**config.mk**
```make
export PLATFORM = sky130hd
export DESIGN_NAME = motion_trigger_output_select
export DESIGN_NICKNAME = d
export VERILOG_FILES = /design/src/hdl/trig_pkg.sv /design/src/hdl/motion_trigger_output_select.sv
export VERILOG_INCLUDE_DIRS = /design/src /design/src/hdl
export SDC_FILE = /design/constraint.sdc
export NUM_CORES = 1
export LEC_CHECK = 0
export CAP_MARGIN = 10
export CORE_MARGIN = 4
export CORE_UTILIZATION = 40
export DETAILED_ROUTE_END_ITERATION = 8
export DONT_BUFFER_PORTS = 1
export HOLD_SLACK_MARGIN = 0.03
export PLACE_DENSITY = 0.53
export RECOVER_POWER = 100
export SLEW_MARGIN = 0
export SYNTH_ARGS = -nofsm -noshare
export SYNTH_HDL_FRONTEND = slang
export SYNTH_SLANG_ARGS = --single-unit
```
**constraint.sdc**
```tcl
create_clock -name clk_i -period 3.12 [get_ports clk_i]
set_input_delay 0.624 -clock clk_i [delete_from_list [all_inputs] [get_ports clk_i]]
set_output_delay 0.624 -clock clk_i [all_outputs]
set_load 0.01 [all_outputs]
```
**src/hdl/trig_params.svh**
```systemverilog
// constants for the trigger output selector: register offsets,
// field positions, reset values and the safe-boot switch code.
// assumes byte addresses on an 8-bit wishbone address bus.
`ifndef TRIG_PARAMS_SVH
`define TRIG_PARAMS_SVH

// ------------------------------------------------------------
// register offsets (byte addresses, one word each)
// ------------------------------------------------------------
`define TRIG_ADR_CTRL 8'h00
`define TRIG_ADR_CMD 8'h04
`define TRIG_ADR_STATUS 8'h08

// ------------------------------------------------------------
// field positions
// ------------------------------------------------------------
`define TRIG_CTRL_MODE_LSB 0
`define TRIG_CTRL_MODE_MSB 1
`define TRIG_CTRL_POL_BIT 2
`define TRIG_CTRL_SWO_BIT 3
`define TRIG_CMD_PERSIST_BIT 0
`define TRIG_CMD_DEFAULTS_BIT 1
`define TRIG_STAT_RUN_BIT 0
`define TRIG_STAT_SAFE_BIT 1
`define TRIG_STAT_PIN_BIT 2
`define TRIG_STAT_MOTION_BIT 3
`define TRIG_STAT_DONE_BIT 4
`define TRIG_STAT_MAXVEL_BIT 5
`define TRIG_STAT_PEND_BIT 6

// ------------------------------------------------------------
// reset and factory values
// ------------------------------------------------------------
`define TRIG_RST_POLARITY 1'b1
`define TRIG_RST_SWO 1'b0
`define TRIG_PIN_IDLE 1'b0
`define TRIG_SAFE_SWITCH_CODE 4'hD

`endif

```
**src/hdl/trig_pkg.sv**
```systemverilog
// types shared by the trigger output selector and its bench.
// assumes nothing of its surroundings.
`default_nettype none

package trig_pkg;

	// ------------------------------------------------------------
	// condition selection
	// ------------------------------------------------------------
	typedef enum logic [1:0] {
		MODE_DISABLED,
		MODE_IN_MOTION,
		MODE_MOVE_DONE,
		MODE_MAX_VEL
	} trig_mode_e;

	// ------------------------------------------------------------
	// live and persisted records
	// ------------------------------------------------------------
	typedef struct packed {
		trig_mode_e mode;
		logic active_high;
		logic software_output_write;
	} trig_cfg_s;

	typedef struct packed {
		trig_cfg_s cfg;
		logic defaults_pending;
	} nv_rec_s;

	// ------------------------------------------------------------
	// boot sequence
	// ------------------------------------------------------------
	typedef enum logic [1:0] {
		ST_CAPTURE,
		ST_WAIT_PHASE,
		ST_RUN
	} boot_state_e;

endpackage

`default_nettype wire

```
**src/hdl/motion_trigger_output_select.sv**
```systemverilog
// trigger output selector with wishbone register access and a
// persistent settings port.
// assumes registered motion status from the trajectory generator,
// a non-volatile store that presents its record from power-up,
// and rst_i asserted once per power cycle.
//
// Added by the designer: the register offsets and register access over Wishbone.
`default_nettype none

`include "trig_params.svh"

// How it works
// - config picks motion, done or max-velocity condition
// - output asserted while condition holds, one clock behind it
// - one active level, high or low, shared by all conditions
// - persisted settings applied after phase init
// - disabled mode gives pin to software
// - max-velocity condition from constant-velocity status
// - move-complete condition asserts selected level
// - factory restore latched until next power cycle
// - switch at D boots defaults, persisting allowed
// - switch off D reloads last persisted settings
module motion_trigger_output_select (
	input wire logic clk_i,
	input wire logic rst_i,
	input wire logic wb_cyc_i,
	input wire logic wb_stb_i,
	input wire logic wb_we_i,
	input wire logic [7:0] wb_adr_i,
	input wire logic [3:0] wb_sel_i,
	input wire logic [31:0] wb_dat_i,
	output logic [31:0] wb_dat_o,
	output logic wb_ack_o,
	input wire logic in_motion_i,
	input wire logic move_complete_i,
	input wire logic at_max_vel_i,
	input wire logic phase_init_done_i,
	input wire logic [3:0] channel_identity_switch_i,
	input wire trig_pkg::nv_rec_s nv_rdata_i,
	output logic nv_wr_o,
	output trig_pkg::nv_rec_s nv_wdata_o,
	output logic trigger_output_pin_o
);

	// ------------------------------------------------------------
	// declarations
	// ------------------------------------------------------------
	trig_pkg::boot_state_e state;
	trig_pkg::trig_cfg_s cfg;
	trig_pkg::trig_cfg_s factory_cfg;
	trig_pkg::nv_rec_s boot_rec;
	logic safe_boot;
	logic defaults_pending;
	logic bus_req;
	logic bus_wr;
	logic bus_rd;
	logic ctrl_wr;
	logic cmd_wr;
	logic persist_req;
	logic restore_req;
	logic boot_apply;
	logic boot_use_defaults;
	logic cond;
	logic next_pin;
	logic [31:0] next_rdata;

	// ------------------------------------------------------------
	// factory settings
	// ------------------------------------------------------------

	// disabled, active high, software level low
	always_comb
	begin
		factory_cfg.mode = trig_pkg::MODE_DISABLED;
		factory_cfg.active_high = `TRIG_RST_POLARITY;
		factory_cfg.software_output_write = `TRIG_RST_SWO;
	end

	// ------------------------------------------------------------
	// wishbone decode
	// ------------------------------------------------------------

	// one request per ack, answered on the next edge
	assign bus_req = wb_cyc_i && wb_stb_i && !wb_ack_o;
	assign bus_wr = bus_req && wb_we_i && wb_sel_i[0];
	assign bus_rd = bus_req && !wb_we_i;

	// settings and commands are only taken once running
	assign ctrl_wr = bus_wr && (wb_adr_i == `TRIG_ADR_CTRL)
		&& (state == trig_pkg::ST_RUN);
	assign cmd_wr = bus_wr && (wb_adr_i == `TRIG_ADR_CMD)
		&& (state == trig_pkg::ST_RUN);
	assign persist_req = cmd_wr && wb_dat_i[`TRIG_CMD_PERSIST_BIT];
	assign restore_req = cmd_wr && wb_dat_i[`TRIG_CMD_DEFAULTS_BIT];

	// ------------------------------------------------------------
	// boot sequence
	// ------------------------------------------------------------

	// defaults win in safe boot or after a latched restore
	assign boot_apply = (state == trig_pkg::ST_WAIT_PHASE) && phase_init_done_i;
	assign boot_use_defaults = safe_boot || boot_rec.defaults_pending;

	// capture, wait for phase init, then run
	always_ff @(posedge clk_i)
	begin
		if (rst_i)
		begin
			state <= trig_pkg::ST_CAPTURE;
		end
		else
		begin
			case (state)
				trig_pkg::ST_CAPTURE:
				begin
					state <= trig_pkg::ST_WAIT_PHASE;
				end
				trig_pkg::ST_WAIT_PHASE:
				begin
					if (phase_init_done_i)
					begin
						state <= trig_pkg::ST_RUN;
					end
				end
				trig_pkg::ST_RUN:
				begin
					state <= trig_pkg::ST_RUN;
				end
				default:
				begin
					state <= trig_pkg::ST_CAPTURE;
				end
			endcase
		end
	end

	// switch and stored record caught just after reset release
	always_ff @(posedge clk_i)
	begin
		if (rst_i)
		begin
			safe_boot <= 1'b0;
			boot_rec <= '0;
		end
		else if (state == trig_pkg::ST_CAPTURE)
		begin
			// switch away from D boots the stored record again
			safe_boot <= (channel_identity_switch_i == `TRIG_SAFE_SWITCH_CODE);
			boot_rec <= nv_rdata_i;
		end
	end

	// ------------------------------------------------------------
	// live configuration
	// ------------------------------------------------------------

	// loaded once phase init completes, then software owned
	always_ff @(posedge clk_i)
	begin
		if (rst_i)
		begin
			cfg <= factory_cfg;
		end
		else if (boot_apply)
		begin
			if (boot_use_defaults)
			begin
				cfg <= factory_cfg;
			end
			else
			begin
				cfg <= boot_rec.cfg;
			end
		end
		else if (ctrl_wr)
		begin
			cfg.mode <= trig_pkg::trig_mode_e'(
				wb_dat_i[`TRIG_CTRL_MODE_MSB:`TRIG_CTRL_MODE_LSB]);
			cfg.active_high <= wb_dat_i[`TRIG_CTRL_POL_BIT];
			cfg.software_output_write <= wb_dat_i[`TRIG_CTRL_SWO_BIT];
		end
	end

	// ------------------------------------------------------------
	// deferred factory restore
	// ------------------------------------------------------------

	// latched here and in the store, never applied now
	always_ff @(posedge clk_i)
	begin
		if (rst_i)
		begin
			defaults_pending <= 1'b0;
		end
		else if (restore_req)
		begin
			defaults_pending <= 1'b1;
		end
	end

	// ------------------------------------------------------------
	// persistent store port
	// ------------------------------------------------------------

	// one-cycle write strobe with the record to keep
	always_ff @(posedge clk_i)
	begin
		if (rst_i)
		begin
			nv_wr_o <= 1'b0;
			nv_wdata_o <= '0;
		end
		else if (boot_apply && boot_rec.defaults_pending && !safe_boot)
		begin
			// restore consumed: store factory values, clear flag
			nv_wr_o <= 1'b1;
			nv_wdata_o.cfg <= factory_cfg;
			nv_wdata_o.defaults_pending <= 1'b0;
		end
		else if (restore_req)
		begin
			nv_wr_o <= 1'b1;
			nv_wdata_o.cfg <= cfg;
			nv_wdata_o.defaults_pending <= 1'b1;
		end
		else if (persist_req)
		begin
			// still allowed in safe boot
			nv_wr_o <= 1'b1;
			nv_wdata_o.cfg <= cfg;
			nv_wdata_o.defaults_pending <= defaults_pending;
		end
		else
		begin
			nv_wr_o <= 1'b0;
		end
	end

	// ------------------------------------------------------------
	// condition select and output pin
	// ------------------------------------------------------------

	// selected motion condition from registered status
	always_comb
	begin
		case (cfg.mode)
			trig_pkg::MODE_IN_MOTION:
			begin
				cond = in_motion_i;
			end
			trig_pkg::MODE_MOVE_DONE:
			begin
				cond = move_complete_i;
			end
			trig_pkg::MODE_MAX_VEL:
			begin
				// constant phase at the velocity_param_set maximum
				cond = at_max_vel_i;
			end
			default:
			begin
				cond = 1'b0;
			end
		endcase
	end

	// level for the pin on the next edge
	always_comb
	begin
		if (state != trig_pkg::ST_RUN)
		begin
			next_pin = `TRIG_PIN_IDLE;
		end
		else if (cfg.mode == trig_pkg::MODE_DISABLED)
		begin
			next_pin = cfg.software_output_write;
		end
		else if (cfg.active_high)
		begin
			next_pin = cond;
		end
		else
		begin
			next_pin = !cond;
		end
	end

	// pin registered, one clock behind the status inputs
	always_ff @(posedge clk_i)
	begin
		if (rst_i)
		begin
			trigger_output_pin_o <= `TRIG_PIN_IDLE;
		end
		else
		begin
			trigger_output_pin_o <= next_pin;
		end
	end

	// ------------------------------------------------------------
	// register read mux
	// ------------------------------------------------------------

	// unmapped offsets read as zero
	always_comb
	begin
		next_rdata = '0;
		case (wb_adr_i)
			`TRIG_ADR_CTRL:
			begin
				next_rdata[`TRIG_CTRL_MODE_MSB:`TRIG_CTRL_MODE_LSB] = cfg.mode;
				next_rdata[`TRIG_CTRL_POL_BIT] = cfg.active_high;
				next_rdata[`TRIG_CTRL_SWO_BIT] = cfg.software_output_write;
			end
			`TRIG_ADR_CMD:
			begin
				next_rdata[`TRIG_CMD_DEFAULTS_BIT] = defaults_pending;
			end
			`TRIG_ADR_STATUS:
			begin
				next_rdata[`TRIG_STAT_RUN_BIT] = (state == trig_pkg::ST_RUN);
				next_rdata[`TRIG_STAT_SAFE_BIT] = safe_boot;
				next_rdata[`TRIG_STAT_PIN_BIT] = trigger_output_pin_o;
				next_rdata[`TRIG_STAT_MOTION_BIT] = in_motion_i;
				next_rdata[`TRIG_STAT_DONE_BIT] = move_complete_i;
				next_rdata[`TRIG_STAT_MAXVEL_BIT] = at_max_vel_i;
				next_rdata[`TRIG_STAT_PEND_BIT] = defaults_pending;
			end
			default:
			begin
				next_rdata = '0;
			end
		endcase
	end

	// ------------------------------------------------------------
	// wishbone answer
	// ------------------------------------------------------------

	// ack one cycle after the request, dropped the cycle after
	always_ff @(posedge clk_i)
	begin
		if (rst_i)
		begin
			wb_ack_o <= 1'b0;
		end
		else
		begin
			wb_ack_o <= bus_req;
		end
	end

	// read data registered with the ack, held otherwise
	always_ff @(posedge clk_i)
	begin
		if (rst_i)
		begin
			wb_dat_o <= '0;
		end
		else if (bus_rd)
		begin
			wb_dat_o <= next_rdata;
		end
	end

endmodule

`default_nettype wire

```
**Yosys cells after proc, flatten, opt, wreduce, memory -nomap -nowiden**

Index checks and enable logic that the tools add are counted.

- Equality and inequality tests: 10
- Shift operators: 0
- Multiply operators: 0
- Div/mod/pow operators: 0
- Magnitude comparators: 0
- Multiplexer cells: 18
- Bitwise operators: 0
- Reduce and logical (&&, ||, !) cells: 27
- Add/subtract/negate cells: 0

Operators with widths:

| operator | count |
|---|---|
| 1-bit logical AND | 14 |
| 4-bit two-way mux | 3 |
| 5-bit two-way mux | 2 |
| 8-bit by 3-bit == test with 1-bit output, second input constant | 1 |
| 8-bit by 4-bit == test with 1-bit output, second input constant | 1 |
| 8-bit logical NOT | 1 |
| 2-bit == test, second input constant | 3 |
| 3-bit two-way mux | 2 |
| 1-bit one-hot mux with 3 select lines | 2 |
| 2-bit one-hot mux with 3 select lines | 1 |
| 1-bit two-way mux | 5 |
| 2-bit by 1-bit == test with 1-bit output, second input constant | 2 |
| 4-bit == test, second input constant | 1 |
| 1-bit logical NOT | 4 |
| 2-bit logical NOT | 2 |
| 2-bit != test, second input constant | 2 |
| 2-bit one-hot mux with 2 select lines | 1 |
| 2-bit nonzero test | 2 |
| 2-bit OR reduction | 2 |
| 3-bit nonzero test | 1 |
| 2-bit two-way mux | 1 |
| 1-bit one-hot mux with 2 select lines | 1 |
| 1-bit logical OR | 1 |

- ROM bits: 0
- Latch bits: 0
- RAM bits: 0
- Word-level logic and storage cells: 73
- Register bits after elaboration: 28
- Output and inout port bits: 40
- Memories kept: 0

**Depth between registers and ports, before layout**

- Word-level depth: 10
- Mapped depth: 7

**Worst setup path after synthesis**

No wires, ideal clock.

- Kind: in2reg
- Start point: in wb_adr_i[1]
- End point: reg cfg[1] (netlist name)
- Stages on the path: 4
- Required time: 2.997 ns
- Setup slack: 0.788 ns
- Arrival time: 2.210 ns
- Buffers on the path: 1
- Setup time: 0.123 ns
- Cell sequence: or4_4 -> or4_4 -> buf_6 -> a311o_2

- Longest elaborated chain between the ends: 4

RTL lines:

| element | RTL line | text |
|---|---|---|
| start, declared | motion_trigger_output_select.sv:29 | `input wire logic [7:0] wb_adr_i,` |
| 8-bit logical NOT | n/a |  |
| 1-bit logical AND (2 in series) | motion_trigger_output_select.sv:89 | `` assign ctrl_wr = bus_wr && (wb_adr_i == `TRIG_ADR_CTRL) `` |
| 2-bit nonzero test (no source line) | n/a |  |
| end signal, assigned | motion_trigger_output_select.sv:162 | `cfg <= factory_cfg;` |
| end signal, assigned | motion_trigger_output_select.sv:168 | `cfg <= factory_cfg;` |
| end signal, assigned | motion_trigger_output_select.sv:172 | `cfg <= boot_rec.cfg;` |
| end, declared | motion_trigger_output_select.sv:49 | `trig_pkg::trig_cfg_s cfg;` |

Every way passes these cells.
A chain may end at the register's enable or synchronous reset.

**Worst setup path after layout**

Same ends and word-level chain as after synthesis.

==> impl_results.md <==
- Initial drt markers: 60
- Initial antenna violation count: 0
- FMAX: 443 MHz
- Nature of the critical path startpoint: input port
- Post-CTS sizing: 0
- Avg WL per Cell: between 15 and 20 um
- Total die area: just under 5000 um2
- Maxcap violations: 0
- Tot Pwr: 0.955 mW
- Slew Viols, Final: 0
- ANT cells: 0
- Largest net degree at the start of global routing: 25
- Ranking of synthesized cells by area: dfxtp_1 (36%), buf_4 (12%), mux2i_1 (6.5%)
- Avg Cell Area, Syn: slightly above 9 um2
- VDD IR-drop max: about 340 uV
- Dominant synthesized flop cell: dfxtp_1
- Hold Path Class: in -> reg
- Post-synthesis sequential area ratio: between 30% and 40%
- Least-Margin Pin Slew: roughly 0.58 ns
- Initial Utilization: 42.0%
- Root buffer cell: clkbuf_8
- Gr usage total: between 10 and 15%
- Global-route wire length before repair: 5440 um
- Clock sink count: 28
- IO Port Bufs: 0
- Clock tree buffer depth: 2
- Setup crit end kind: flop
- P per Cell Area: approximately 630 nW/um2
- Mapped Cells: 170
- Cell taking the most area after synthesis: dfxtp_1
- DRC: 0
- Area fraction of the dominant cell type after synthesis: between 30% and 40%
- Final setup violating endpoints: 0
- GRT overflow: 0
- Post-CTS setup buffer count: 0
- Area grow syn2layout: -1.53%
- Critical path class: in -> reg
- Fin crit period: roughly 2.3 ns
- Cell Area, Synth: 1550 um2
- H-tree depth: 1
- R2R Setup Slk: around 1.1 ns
- Filler Cells Inserted: 391
- Synth warn: 0
- Vias/cell: approximately 5.2
- Setup_tns: 0 ns
- Chip Height: between 70 and 80 um
- Top-count cell post-synth: dfxtp_1
- WP data arrival: between 2 and 2.5 ns
- FF+latch count, synth: 28
- Hold_buf cts: 0
- Cell Rows: 22
- Max FO, Critical Path: 8
- Reg area: between 500 and 600 um2
- Clock Pin Slew Worst Setup and Hold Paths: around 0.1 ns
- Post-detail-place hpwl: 2560 um
- Chip width: roughly 70 um
- Final nets: 233
- Via Count: roughly 1100
- Post-synth ARST share: 0%
- Number of global-route vias before repair: about 1100
- EDFF count, synth: 0
- Total wire length: approximately 3200 um
- Slew margin rel.: between 60% and 70%
- Drt first pass iters: 4
- Multi-input gate area: slightly above 800 um2
- Cell variety after synth: between 40 and 50
- Data required, critical path: about 3.4 ns
- RSZ-0062 raised after global routing: false
- Final worst-path cycle share: around 72%
- Num CTS Buffers: 3
- IO Count: ~100
- Area of the core: about 3700 um2
- Clock Skew: approximately 0.0035 ns
- Status: completed
- Post-DRT Antenna Nets: 0
- Commonest cells in the netlist: dfxtp_1 (28), buf_4 (25), a21oi_1 (15), nor2_1 (14), mux2i_1 (10)
- Worst-Skew Late Latency: ~0.28 ns
- Static leakage: 0.607 nW
- RD Place Congestion: about 0.79
- TritonCTS clock tree: yes
- Share of layout cells above drive strength 1: between 10% and 20%
- Endpoints failing hold: 0
[area by class of cell]
cell class / instances / share of cell area [%]
sequential: 28 / 36.8
clock inverter: 1 / 1.97
multi-input combinational: 129 / 53.4
inverter: 5 / 1.23
tap: 48 / 3.94
clock buffer: 3 / 2.71
[worst max-delay path: stages]
cell and delay, ns:
or4_1 0.63, or4_1 0.71, a221oi_1 0.37, a311o_2 0.16
[state kept, by name, indices dropped and copies added, names as in the netlist]
register              flops
wb_dat_o                  7
boot_rec                  5
nv_wdata_o                5
cfg                       4
state                     2
defaults_pending          1
nv_wr_o                   1
safe_boot                 1
trigger_output_pin_o      1
wb_ack_o                  1
[layout by cell type, fill, tap and decap left out, drive strengths merged, types with 3 or more instances in the layout]
master   n
dfxtp   28
conb    25
a21oi   15
nor2    14
mux2i   10
nand3    9
nand2    7
inv      5
o21ai    4
ha       4
nor2b    3
mux2     3
a22o     3
a22oi    3
a21o     3
clkbuf   3
or4      3
[layer usage]
metal	up-vias	wire, um	GRT usage [%]
met3	4	248	4.46
met4	0	48	6.38
met1	522	1360	15.5
met2	47	1570	22.3
met5	-	0	0
li1	540	-	-
[worst paths after layout]
kind | startpoint | endpoint | cells after the start
worst max-delay path | wb_adr_i[1] | cfg[1] | 4
worst min-delay path | rst_i | wb_dat_o[1] | 1
worst max register to register | state[0] | cfg[1] | 6
worst min register to register | wb_dat_o[6] | wb_dat_o[6] | 2
[stage by stage]
| step | hold WS [ns] | util (%) | worst slack (ns) | cells | area [um2] |
|---|---|---|---|---|---|
| after floorplan | 0.460 | - | 0.788 | 194 | 1640 |
| after global placement | 0.480 | 39.8 | 0.814 | 210 | 1470 |
| after detailed placement | 0.492 | 39.8 | 0.802 | 210 | 1470 |
| after CTS | 0.391 | 41.7 | 1.11 | 214 | 1540 |
| after global routing | 0.378 | 41.4 | 0.750 | 214 | 1530 |
| final | 0.401 | 41.4 | 0.862 | 214 | 1530 |
[kinds of logic (layout without fill, tap and decap cells)]
group                      count (synthesis)  count (layout)  synth area share [%]
and+or+nand+nor                           50              50                  19.3
muxes                                     13              13                  8.64
buffers and inverters                     37               9                  16.2
adders and majority gates                  4               4                  3.23
xor gates and xnor gates                   2               2                  1.13
other                                      1              25                 0.242
DFF                                       28              28                  36.2
AOI/OAI and AO/OA                         35              35                  15.1
[report_power, final]
part	switching, mW	internal, mW
combinational	0.128	0.108
clock	0.117	0.172
sequential	0.0337	0.397
total	0.278	0.677
Note: power is estimated with default switching activity, not from simulation.
